===== config.mk =====
export PLATFORM = sky130hd
export DESIGN_NAME = dpcs_top
export DESIGN_NICKNAME = d
export VERILOG_FILES = /design/src/dpcs_top.v /design/src/dpcs_sync.v
export VERILOG_INCLUDE_DIRS = /design/src
export SDC_FILE = /design/constraint.sdc
export NUM_CORES = 1
export LEC_CHECK = 0
export ABC_AREA = 1
export BUFFER_PORTS_ARGS = -buffer_cell sky130_fd_sc_hd__buf_2
export CAP_MARGIN = 20
export CELL_PAD_IN_SITES_DETAIL_PLACEMENT = 2
export CELL_PAD_IN_SITES_GLOBAL_PLACEMENT = 2
export CORE_ASPECT_RATIO = 0.9
export CORE_UTILIZATION = 28
export DETAILED_ROUTE_END_ITERATION = 10
export PLACE_DENSITY = 0.83
export SYNTH_ARGS = -nofsm -noshare
export SYNTH_HDL_FRONTEND = slang
export SYNTH_SLANG_ARGS = --single-unit

===== constraint.sdc =====
create_clock -name mclk -period 4.4 [get_ports mclk]
set_input_delay 0.88 -clock mclk [delete_from_list [all_inputs] [get_ports mclk]]
set_output_delay 0.88 -clock mclk [all_outputs]
set_load 0.05 [all_outputs]

===== src/dpcs_defs.vh =====
/*
 Constants for the drive profile control word interpreter: control and
 status word bit positions, profile state codes and reset values.
 Assumes it is included by bare name from the design files.
*/
// Overview of operation
// [RL1] Control bit 0 switches the run command on when set, off when clear.
// [RL2] Control bit 1 clear coasts to stop; set requests readiness for run.
// [RL3] Control bit 2 clear makes a quick stop; set requests readiness.
// [RL4] Control bit 4 clear holds output at zero; set enables the ramp.
// [RL5] Control bit 5 clear freezes the ramp; set releases the freeze.
// [RL6] Control bit 7 resets an alarm and drops the profile to not ready.
// [RL7] Control bit 10 set enables control and setpoint words; clear ignores them.
// [RL8] Control bit 11 picks run direction: clear forward, set reverse.
// [RL9] No running while control bits 4, 5, 6 or 10 are clear.
// [RL10] Status bit 6 is always the inverse of status bit 0.
// [RL11] Status bit 3 shows the inverter trip condition.
// [RL12] Status bits 4 and 5 mirror control bits 1 and 2.
// [RL13] Status bit 8 is set once output frequency reaches the reference.
// [RL14] Status bit 9 set while fieldbus run or frequency command is in effect.
// [RL15] Status bit 10 set while output frequency is at or above detect level.
// [RL16] After power-on the profile starts in S1, not ready for a run command.
// [RL17] Master steps the profile through S2, S3, S4; drive runs only in S4.
// [RL18] Run command cleared in S4 moves the profile to S5.
// [RL19] In S5 the profile returns to S2 or S1 once the motor has stopped.
// [RL20] Local run and frequency commands act only in S1; aux bits always.
// [RL21] After a stop drops S4/S5 to S1, local run waits for a stop release.
// [RL22] A fieldbus auto-tuning request runs the drive regardless of state; here the request comes from autotune_pin.
// [RL23] Setpoint words scale 4000hex to maximum; negative setpoint reverses.
// [RL24] S1 to S2 on bits 1,2 set, bit 0 clear; S2 to S3 on bit 0; S3 to S4 on bit 3. Code also needs bit 7 clear for S1 to S2.
`ifndef DPCS_DEFS_VH
`define DPCS_DEFS_VH

// Control word bit positions
`define DPCS_CW_RUN        0
`define DPCS_CW_COAST_N    1
`define DPCS_CW_QSTOP_N    2
`define DPCS_CW_ENA_OP     3
`define DPCS_CW_ENA_RAMP   4
`define DPCS_CW_UNFREEZE   5
`define DPCS_CW_ENA_SETP   6
`define DPCS_CW_ALARM_RESET_BIT    7
`define DPCS_CW_ENA_PCD    10
`define DPCS_CW_REVERSE    11

// Status word bit positions
`define DPCS_SW_RDY_ON     0
`define DPCS_SW_RDY_RUN    1
`define DPCS_SW_RUNNING    2
`define DPCS_SW_TRIP       3
`define DPCS_SW_COAST_N    4
`define DPCS_SW_QSTOP_N    5
`define DPCS_SW_ON_INHIB   6
`define DPCS_SW_ARRIVED    8
`define DPCS_SW_REMOTE     9
`define DPCS_SW_LEVEL      10

// Profile states
`define DPCS_S1            3'h1
`define DPCS_S2            3'h2
`define DPCS_S3            3'h3
`define DPCS_S4            3'h4
`define DPCS_S5            3'h5

// Reset values and scaling
`define DPCS_WORD_RST      16'h0000
// Status after reset: not ready, run-on inhibited
`define DPCS_SW_RST        16'h0040
`define DPCS_FULL_SCALE    16'h4000

`endif


===== src/dpcs_top.v =====
/*
 Drive profile control word interpreter. Takes the cyclic control word
 and frequency setpoint from the fieldbus side, runs the S1..S5 profile,
 arbitrates local function-code commands and returns the status word.
 Assumes the fieldbus words arrive on mclk with a one-cycle write strobe,
 and that trip, motor-stopped and auto-tune request come from pins.
*/
`timescale 1ns/1ns
`default_nettype none
`include "dpcs_defs.vh"

module dpcs_top (
   input  wire        mclk,
   input  wire        rstn,
   input  wire        cw_wr,
   input  wire [15:0] drive_control_word,
   input  wire [15:0] frequency_setpoint_word,
   input  wire [15:0] core_out_freq,
   input  wire [15:0] detect_level,
   input  wire        trip_pin,
   input  wire        stopped_pin,
   input  wire        autotune_pin,
   input  wire [15:0] autotune_freq,
   input  wire [15:0] local_run_word,
   input  wire        local_freq_valid,
   input  wire [15:0] local_freq_word,
   output reg  [15:0] drive_status_word,
   output reg  [15:0] output_frequency_word,
   output reg         run_cmd,
   output reg         run_reverse,
   output reg  [15:0] freq_cmd,
   output reg         coast_stop,
   output reg         quick_stop,
   output reg         ramp_hold_zero,
   output reg         ramp_freeze,
   output reg         alarm_reset,
   output reg  [13:0] local_aux_bits,
   output reg  [2:0]  profile_state
);

   // ----------------------------------------------------------------
   // Pin synchronisers
   // ----------------------------------------------------------------
   wire [2:0] pins_s;

   dpcs_sync #(
      .WIDTH    (3)
   ) u_sync (
      .mclk     (mclk),
      .rstn     (rstn),
      .async_in ({autotune_pin, stopped_pin, trip_pin}),
      .sync_out (pins_s)
   );

   wire trip_s     = pins_s[0];
   wire stopped_s  = pins_s[1];
   wire autotune_s = pins_s[2];

   // ----------------------------------------------------------------
   // Word capture
   // ----------------------------------------------------------------
   reg  [15:0] ctw_r;
   reg  [15:0] act_cw_r;
   reg  [15:0] setp_r;
   reg         alm_prev_r;
   reg  [1:0]  rel_prev_r;

   // Raw word is always kept so the status mirror follows the master
   always @(posedge mclk) begin
      if (!rstn) begin
         ctw_r    <= `DPCS_WORD_RST;
         act_cw_r <= `DPCS_WORD_RST;
         setp_r   <= `DPCS_WORD_RST;
      end else if (cw_wr) begin
         ctw_r <= drive_control_word;
         if (drive_control_word[`DPCS_CW_ENA_PCD]) begin // see [RL7]
            act_cw_r <= drive_control_word;
            setp_r   <= frequency_setpoint_word;
         end
      end
   end

   wire cw_run    = act_cw_r[`DPCS_CW_RUN];
   wire cw_coast  = act_cw_r[`DPCS_CW_COAST_N];
   wire cw_qstop  = act_cw_r[`DPCS_CW_QSTOP_N];
   wire cw_enop   = act_cw_r[`DPCS_CW_ENA_OP];
   // Bit 10 taken from the raw word: clearing it must stop running at once
   wire cw_gates  = act_cw_r[`DPCS_CW_ENA_RAMP] & act_cw_r[`DPCS_CW_UNFREEZE] &
                    act_cw_r[`DPCS_CW_ENA_SETP] & ctw_r[`DPCS_CW_ENA_PCD];
   wire cw_alm    = act_cw_r[`DPCS_CW_ALARM_RESET_BIT];
   wire alm_rise  = cw_alm & ~alm_prev_r;
   // Each stop bit has its own edge: a release of one while the other stays set counts
   wire [1:0] rel_now = {cw_qstop, cw_coast};
   wire rel_rise  = |(rel_now & ~rel_prev_r); // see [RL21]

   // ----------------------------------------------------------------
   // Profile state machine
   // ----------------------------------------------------------------
   reg  [2:0] state_r;
   reg  [2:0] state_nxt;
   reg        lock_r;
   reg        lock_nxt;

   always @* begin
      state_nxt = state_r;
      lock_nxt  = lock_r;
      if (rel_rise)
         lock_nxt = 1'b0; // see [RL21]
      case (state_r)
         `DPCS_S1: begin
            if (cw_coast & cw_qstop & ~cw_run & ~cw_alm)
               state_nxt = `DPCS_S2; // see [RL24]
         end
         `DPCS_S2: begin
            if (~cw_coast | ~cw_qstop)
               state_nxt = `DPCS_S1; // see [RL2] [RL3]
            else if (cw_run)
               state_nxt = `DPCS_S3; // see [RL24] [RL17]
         end
         `DPCS_S3: begin
            if (~cw_coast | ~cw_qstop)
               state_nxt = `DPCS_S1;
            else if (~cw_run)
               state_nxt = `DPCS_S2;
            else if (cw_enop)
               state_nxt = `DPCS_S4; // see [RL24] [RL17]
         end
         `DPCS_S4: begin
            if (~cw_coast) begin
               state_nxt = `DPCS_S1; // see [RL2]
               lock_nxt  = 1'b1;     // see [RL21]
            end else if (~cw_run | ~cw_qstop)
               state_nxt = `DPCS_S5; // see [RL18] [RL3]
         end
         `DPCS_S5: begin
            if (~cw_coast) begin
               state_nxt = `DPCS_S1;
               lock_nxt  = 1'b1; // see [RL21]
            end else if (stopped_s) begin
               if (~cw_qstop) begin
                  state_nxt = `DPCS_S1; // see [RL19]
                  lock_nxt  = 1'b1;     // see [RL21]
               end else
                  state_nxt = `DPCS_S2; // see [RL19]
            end
         end
         default: begin
            state_nxt = `DPCS_S1;
         end
      endcase
      // Alarm reset leaves the profile not ready
      if (alm_rise)
         state_nxt = `DPCS_S1; // see [RL6]
   end

   always @(posedge mclk) begin
      if (!rstn) begin
         state_r    <= `DPCS_S1; // see [RL16]
         lock_r     <= 1'b0;
         alm_prev_r <= 1'b0;
         rel_prev_r <= 2'b11;
      end else begin
         state_r    <= state_nxt;
         lock_r     <= lock_nxt;
         alm_prev_r <= cw_alm;
         rel_prev_r <= rel_now;
      end
   end

   // ----------------------------------------------------------------
   // Command arbitration
   // ----------------------------------------------------------------
   wire in_s1      = (state_r == `DPCS_S1);
   wire in_s4      = (state_r == `DPCS_S4);
   wire in_s5      = (state_r == `DPCS_S5);
   wire loc_run_on = in_s1 & (local_run_word[0] | local_run_word[1]); // see [RL20]
   wire loc_frq_on = in_s1 & local_freq_valid;                        // see [RL20]
   // Locked local run still counts as local, held at zero speed
   wire loc_run_ok = loc_run_on & ~lock_r; // see [RL21]
   wire bus_run    = in_s4 & cw_run & cw_gates; // see [RL1] [RL9] [RL17]

   reg  [15:0] tgt_word;
   reg  [15:0] tgt_mag;
   reg         tgt_rev;
   reg         run_nxt;

   always @* begin
      tgt_word = setp_r;
      tgt_rev  = act_cw_r[`DPCS_CW_REVERSE]; // see [RL8]
      run_nxt  = bus_run;
      if (loc_frq_on)
         tgt_word = local_freq_word;
      if (loc_run_on) begin
         run_nxt = loc_run_ok;
         tgt_rev = local_run_word[1];
      end
      if (loc_run_on & lock_r)
         tgt_word = `DPCS_WORD_RST;
      if (autotune_s) begin
         tgt_word = autotune_freq; // see [RL22]
         run_nxt  = 1'b1;          // see [RL22]
      end
      // Two's complement setpoint: negative flips the direction
      if (tgt_word[15]) begin
         tgt_mag = ~tgt_word + 16'h0001; // see [RL23]
         tgt_rev = ~tgt_rev;             // see [RL23]
      end else
         tgt_mag = tgt_word;
   end

   // ----------------------------------------------------------------
   // Frequency monitors
   // ----------------------------------------------------------------
   wire [15:0] out_mag  = core_out_freq[15] ? (~core_out_freq + 16'h0001) :
                          core_out_freq;
   wire        arrived  = run_cmd & (out_mag == freq_cmd);           // see [RL13]
   wire        at_level = (out_mag >= detect_level);                 // see [RL15]
   wire        remote   = ~loc_run_on | ~loc_frq_on;                 // see [RL14]
   wire        rdy_on   = (state_r == `DPCS_S2) | (state_r == `DPCS_S3) | in_s4;
   wire        rdy_run  = (state_r == `DPCS_S3) | in_s4;

   reg  [15:0] sw_nxt;

   always @* begin
      sw_nxt                     = `DPCS_WORD_RST;
      sw_nxt[`DPCS_SW_RDY_ON]    = rdy_on;
      sw_nxt[`DPCS_SW_RDY_RUN]   = rdy_run;
      sw_nxt[`DPCS_SW_RUNNING]   = in_s4 & run_cmd;
      sw_nxt[`DPCS_SW_TRIP]      = trip_s;                   // see [RL11]
      sw_nxt[`DPCS_SW_COAST_N]   = ctw_r[`DPCS_CW_COAST_N];  // see [RL12]
      sw_nxt[`DPCS_SW_QSTOP_N]   = ctw_r[`DPCS_CW_QSTOP_N];  // see [RL12]
      sw_nxt[`DPCS_SW_ON_INHIB]  = ~rdy_on;                  // see [RL10]
      sw_nxt[`DPCS_SW_ARRIVED]   = arrived;
      sw_nxt[`DPCS_SW_REMOTE]    = remote;
      sw_nxt[`DPCS_SW_LEVEL]     = at_level;
   end

   // ----------------------------------------------------------------
   // Registered outputs
   // ----------------------------------------------------------------
   always @(posedge mclk) begin
      if (!rstn) begin
         drive_status_word     <= `DPCS_SW_RST;
         output_frequency_word <= `DPCS_WORD_RST;
         run_cmd               <= 1'b0;
         run_reverse           <= 1'b0;
         freq_cmd              <= `DPCS_WORD_RST;
         coast_stop            <= 1'b1;
         quick_stop            <= 1'b0;
         ramp_hold_zero        <= 1'b1;
         ramp_freeze           <= 1'b0;
         alarm_reset           <= 1'b0;
         local_aux_bits        <= 14'h0000;
         profile_state         <= `DPCS_S1;
      end else begin
         drive_status_word     <= sw_nxt;
         output_frequency_word <= core_out_freq; // see [RL23]
         run_cmd               <= run_nxt;
         run_reverse           <= tgt_rev;
         freq_cmd              <= tgt_mag;
         coast_stop            <= ~cw_coast & ~autotune_s;                  // see [RL2]
         quick_stop            <= ~cw_qstop & (in_s4 | in_s5);              // see [RL3]
         ramp_hold_zero        <= ~act_cw_r[`DPCS_CW_ENA_RAMP] & ~autotune_s; // see [RL4]
         ramp_freeze           <= ~act_cw_r[`DPCS_CW_UNFREEZE] & ~autotune_s; // see [RL5]
         alarm_reset           <= alm_rise;                                 // see [RL6]
         local_aux_bits        <= local_run_word[15:2];                     // see [RL20]
         profile_state         <= state_nxt;
      end
   end

endmodule // dpcs_top

`default_nettype wire


===== src/dpcs_sync.v =====
/*
 Two flip-flop synchroniser, one stage pair per bit.
 Assumes the inputs are asynchronous levels from pins of the inverter core.
*/
`timescale 1ns/1ns
`default_nettype none

module dpcs_sync #(
   parameter WIDTH = 3
) (
   input  wire             mclk,
   input  wire             rstn,
   input  wire [WIDTH-1:0] async_in,
   output wire [WIDTH-1:0] sync_out
);

   reg [WIDTH-1:0] meta_r;
   reg [WIDTH-1:0] sync_r;

   genvar i;
   generate
      for (i = 0; i < WIDTH; i = i + 1) begin : g_bit
         always @(posedge mclk) begin
            if (!rstn) begin
               meta_r[i] <= 1'b0;
               sync_r[i] <= 1'b0;
            end else begin
               meta_r[i] <= async_in[i];
               sync_r[i] <= meta_r[i];
            end
         end
      end
   endgenerate

   assign sync_out = sync_r;

endmodule // dpcs_sync

`default_nettype wire


== Yosys cells after proc, flatten, opt, wreduce, memory -nomap -nowiden ==
Index checks and enable logic that the tools add are counted.
Storage, ports and cells
  bits of input ports: 119
  output and inout port bits: 72
  register bits: 121
  logic and storage cells: 117
Cells by class
  bitwise operators: 45
  order comparisons: 1
  multiplexer cells: 27
  add/sub/neg operators: 2
  reductions and logical operators: 5
  eq/ne operators: 11
Operators with widths (count)
  two-way mux 16 bit: 4
  adder 16 x 1 -> 16 bit, second input constant: 2
  NOT 16 bit: 2
  two-way mux 3 bit: 10
  AND 1 bit: 19
  equality test 16 bit: 1
  greater-or-equal comparator 16 bit: 1
  two-way mux 15 bit: 1
  case mux 3 bit (5 select lines): 1
  NOT 1 bit: 14
  two-way mux 1 bit: 9
  bitwise OR 1 bit: 8
  equality test 3 x 2 -> 1 bit, second input constant: 2
  equality test 3 bit, second input constant: 2
  != test 3 x 2 -> 1 bit, second input constant: 2
  AND reduction 5 bit: 1
  != test 4 bit, second input constant: 1
  AND reduction 2 bit: 2
  OR reduction 2 bit: 2
  equality test 3 x 1 -> 1 bit, second input constant: 1
  != test 3 bit, second input constant: 1
  AND 2 bit: 1
  two-way mux 2 bit: 1
  != test 2 x 1 -> 1 bit, second input constant: 1
  2 further kinds: 2

== Logic depth before layout (Yosys ltp) ==
  depth after elaboration: 8
  depth in mapped cells: 18
  mapped depth without buffers: 18

== Modules after synthesis ==
Synthesis repeated with hierarchy kept, for this count alone.
Second synthesis, totals
  cells, all modules: 753
  area, all modules: 5171.2 um^2
By module, submodules not included
  dpcs_top: cells each 735, instances 1, area each 5006.1 um^2, seq. area each 1961.9 um^2
  dpcs_sync: cells each 18, instances 1, area each 165.2 um^2, seq. area each 120.1 um^2

== Least setup slack after synthesis ==
No wires, ideal clock.
  path type: input to register
  from: in core_out_freq[0]
  to: reg drive_status_word[10]
  cell stages on the path: 17
  required time: 4.343 ns
  arrival time: 2.848 ns
  setup slack: 1.495 ns
  setup time: 0.057 ns
  path buffers: 0
  cells stage by stage: inv_1 -> ha_1 -> nand3_1 -> nor2_1 -> nand3_1 -> nand2_1 -> nand2_1 -> nand2_1 -> and2_1 -> inv_1 -> ha_1 -> nand2_1 -> nor2_1 -> nand4_1 -> o311ai_0 -> nand2_1 -> inv_1
Between the ends
  cells in the longest elaborated chain, start to end: 4
RTL lines
  start: declaration: line dpcs_top.v:18  | input wire [15:0] core_out_freq,
  NOT 16 bit: line dpcs_top.v:214  | wire [15:0] out_mag = core_out_freq[15] ? (~core_out_freq + 16'h0001) :
  adder 16 x 1 -> 16 bit: line dpcs_top.v:214
  two-way mux 16 bit (*): line dpcs_top.v:214
  greater-or-equal comparator 16 bit (*): line dpcs_top.v:217  | wire at_level = (out_mag >= detect_level);
  end signal: assignment: line dpcs_top.v:243  | drive_status_word <= `DPCS_SW_RST;
  end signal: assignment: line dpcs_top.v:256  | drive_status_word <= sw_nxt;
  end: declaration: line dpcs_top.v:27  | output reg [15:0] drive_status_word,
Every way passes the cells marked *; elsewhere a longest branch is shown, timed or not.
A chain may end at the register's enable or synchronous reset.

== Final worst setup path ==
Same ends and word-level chain as after synthesis.

==> results_dict.tcl <==
set metrics [dict create \
    wire_per_inst_um 14.9 \
    required_ns 4.71 \
    postSynthCellCount 762 \
    cap_viol_max_count 0 \
    leakagePower_nw 3.67 \
    crit_path_end_kind "register" \
    final.min_clock_period_ns 3.35 \
    worstSetupStartpointType "input port" \
    synth_cell_types 51 \
    via_count 5256 \
    slowest_stage "o311ai_0" \
    cts_buffers 9 \
    crit_family "simple AND/OR/NAND/NOR gates" \
    cp.arrival_ns 3.66 \
    antenna_found_initial 1 \
    finalWeightedCongestion 0.839 \
    antenna_cells 0 \
    wl_um 17600 \
    p_int_mw 1.89 \
    postCtsHoldBufs 0 \
    ys.flop_type "dfxtp_1" \
    ant_nets 0 \
    place_hpwl_um 14200 \
    insertion_delay_ns 0.37 \
    synth-seq-cells 104 \
    cts.sinks 104 \
    port_buffers 178 \
    dieHeight_um 132 \
    grt_pass1_vias 5620 \
    p_per_area_mw_per_mm2 522 \
    power.switching_mw 1.58 \
    rsz0062_at_grt "no" \
    initial_core_util_pct 28.6 \
    path_buf_inv 4 \
    holdWs_ns 0.421 \
    fin_skew_ns 0.0135 \
    status "finished clean" \
    vdd_drop_max_v 0.000218 \
    htree_num_levels 3 \
    first_pass_iters 4 \
    final_nets 1067 \
    clock_path_buffers 2 \
    drv_slew 0 \
    coreArea_mm2 0.0184 \
    cts_resized 0 \
    sequentialPowerShare_pct 33.7 \
    fin_tns_setup_ns 0 \
    max_freq_mhz 298 \
    clock_tree.root_cell "clkbuf_16" \
    post-cts-setup-buffers 0 \
    p_comb_share_pct 41.9 \
    worstHoldPathType "reg -> reg" \
    crit_type "in -> reg" \
    grt_pass1_wl_um 28800 \
    grt_usage_pct 18.9 \
    relSlewSlack_pct 59.5 \
    synth_edf_count 0 \
    cp_max_fo 6 \
    ys_seq_area_share_pct 39.6 \
    layout_commonest_cell "nand2_1" \
    cts_tree "done" \
    switching_share_pct 45.5 \
    layout_common_cells "nand2_1, buf_2, inv_1, dfxtp_1, nor2_1" \
    finalHoldViolations 0 \
    clkPwrFrac_pct 24.4 \
    cp_slowest_stage_delay_ns 0.42 \
    die_area_mm2 0.0193 \
    yosysWarnings 0 \
    drt_iter0_drc 133 \
    setup_violations 0 \
    drive_gt1_share_pct 25.2 \
    area_growth_pct 26.5 \
    io_pins 191 \
    avgSynthCellArea_um2 6.90 \
    fp.dieW_um 146 \
    path_clk_slew_ns 0.09 \
    tightest_slew_ns 0.608 \
    rows 47 \
    grt_max_degree 35 \
    synth_async_sr_flop_share_pct 0 \
    drc 0 \
    crit_top_cell "nand2_1" \
    overflow 0 \
    post_drt_via_cell_ratio 4.45 \
    path_cells "buf_2 -> inv_1 -> ha_1 -> nand3_1 -> nor2_1 -> nand3_1 -> nand2_1 -> nand2_1 -> nand2_1 -> and2_1 -> inv_1 -> ha_1 -> nand2_1 -> nor2_1 -> nand4_1 -> o311ai_0 -> nand2_1 -> inv_1" \
    synth_area_mm2 0.00526 \
    period_share_pct 76.2 \
]
## through the flow
stage | cells | instance area [µm²] | setup slack [ns] | utilization (%) | power, mW
floorplan | 767 | 5270 | 1.50 | - | 2.29
global placement | 1164 | 6330 | 0.944 | 34.4 | 2.62
detailed placement | 1164 | 6330 | 0.700 | 34.4 | 2.66
CTS | 1180 | 6650 | 1.03 | 36.1 | 3.53
global route | 1180 | 6650 | 0.850 | 36.1 | 3.71
finish | 1180 | 6650 | 1.05 | 36.1 | 3.47
## sequential cells by signal (all words and copies together) (netlist names), 2 cells and up
| name | count |
|---|---|
| freq_cmd | 16 |
| output_frequency_word | 16 |
| setp_r | 16 |
| local_aux_bits | 14 |
| drive_status_word | 10 |
| act_cw_r | 9 |
| ctw_r | 3 |
| profile_state | 3 |
| u_sync.meta_r | 3 |
| u_sync.sync_out | 3 |
| rel_prev_r | 2 |
## kinds of logic after synthesis
group	Yosys count	share of synthesized area, %
other	1	0.0714
AO/OA/AOI/OAI	105	11.2
adder cells (fa/ha/maj)	18	4.29
buffers and inverters	154	12.1
AND/OR/NAND/NOR	368	30.5
multiplexers	1	0.190
XOR/XNOR	11	2.10
flip-flops	104	39.6
## power groups by stage
| stage | logic (mW) | clock network (mW) | registers, mW |
|---|---|---|---|
| 4_1_cts | 1.47 | 0.880 | 1.17 |
| 3_3_place_gp | 1.43 | 0 | 1.19 |
| 5_1_grt | 1.61 | 0.913 | 1.19 |
| 3_5_place_dp | 1.47 | 0 | 1.20 |
| 2_1_floorplan | 0.763 | 0 | 1.53 |
| 6_report | 1.45 | 0.845 | 1.17 |
## layout make-up
type | count | area, µm²
clock inverters | 7 | 90.1
multi-input cells | 509 | 2550
repair buffers | 182 | 921
flip-flops and latches | 104 | 2080
clock buffers | 9 | 225
inverters | 124 | 468
well taps | 245 | 307
fillers | 2267 | 11800
## path summary, 6_finish.rpt
| path | startpoint | slack [ns] | cells past startpoint | end |
|---|---|---|---|---|
| hold / removal | alm_prev_r$_SDFF_PN0_ | 0.42 | 1 | alarm_reset$_SDFF_PN0_ |
| setup / recovery | core_out_freq[0] | 1.05 | 18 | drive_status_word[10]$_SDFF_PN0_ |
| setup reg to reg | profile_state[0]$_SDFFE_PP1P_ | 1.89 | 16 | freq_cmd[8]$_SDFF_PN0_ |
| hold reg to reg | alm_prev_r$_SDFF_PN0_ | 0.42 | 1 | alarm_reset$_SDFF_PN0_ |
## layer usage
layer | up-vias | track usage (%) | share of wire (%)
met5 | - | 0 | 0
li1 | 2674 | - | -
met3 | 12 | 4.84 | 4.7
met4 | 0 | 3.99 | 0.89
met2 | 122 | 32.4 | 48
met1 | 2448 | 23.8 | 47
## cells in the mapped netlist, drive strengths merged, types with 2 or more instances
cell type  number  share of area, %
nor3            6              0.67
nand3b          3              0.43
inv           122               8.8
nand3          36               3.9
o21ai          57               5.7
nand2         214                17
ha             18               4.3
buf            14               2.1
clkinv          2              0.14
a21boi          2              0.43
or2             2              0.24
a21oi          33               3.1
o21a            2              0.29
o211ai          2              0.29
nor2           98               7.6
dfxtp         104                40
nand4           6              0.71
xor2            9               1.5
clkbuf         16               1.1
No activity file was read; power rests on OpenSTA's default activity.
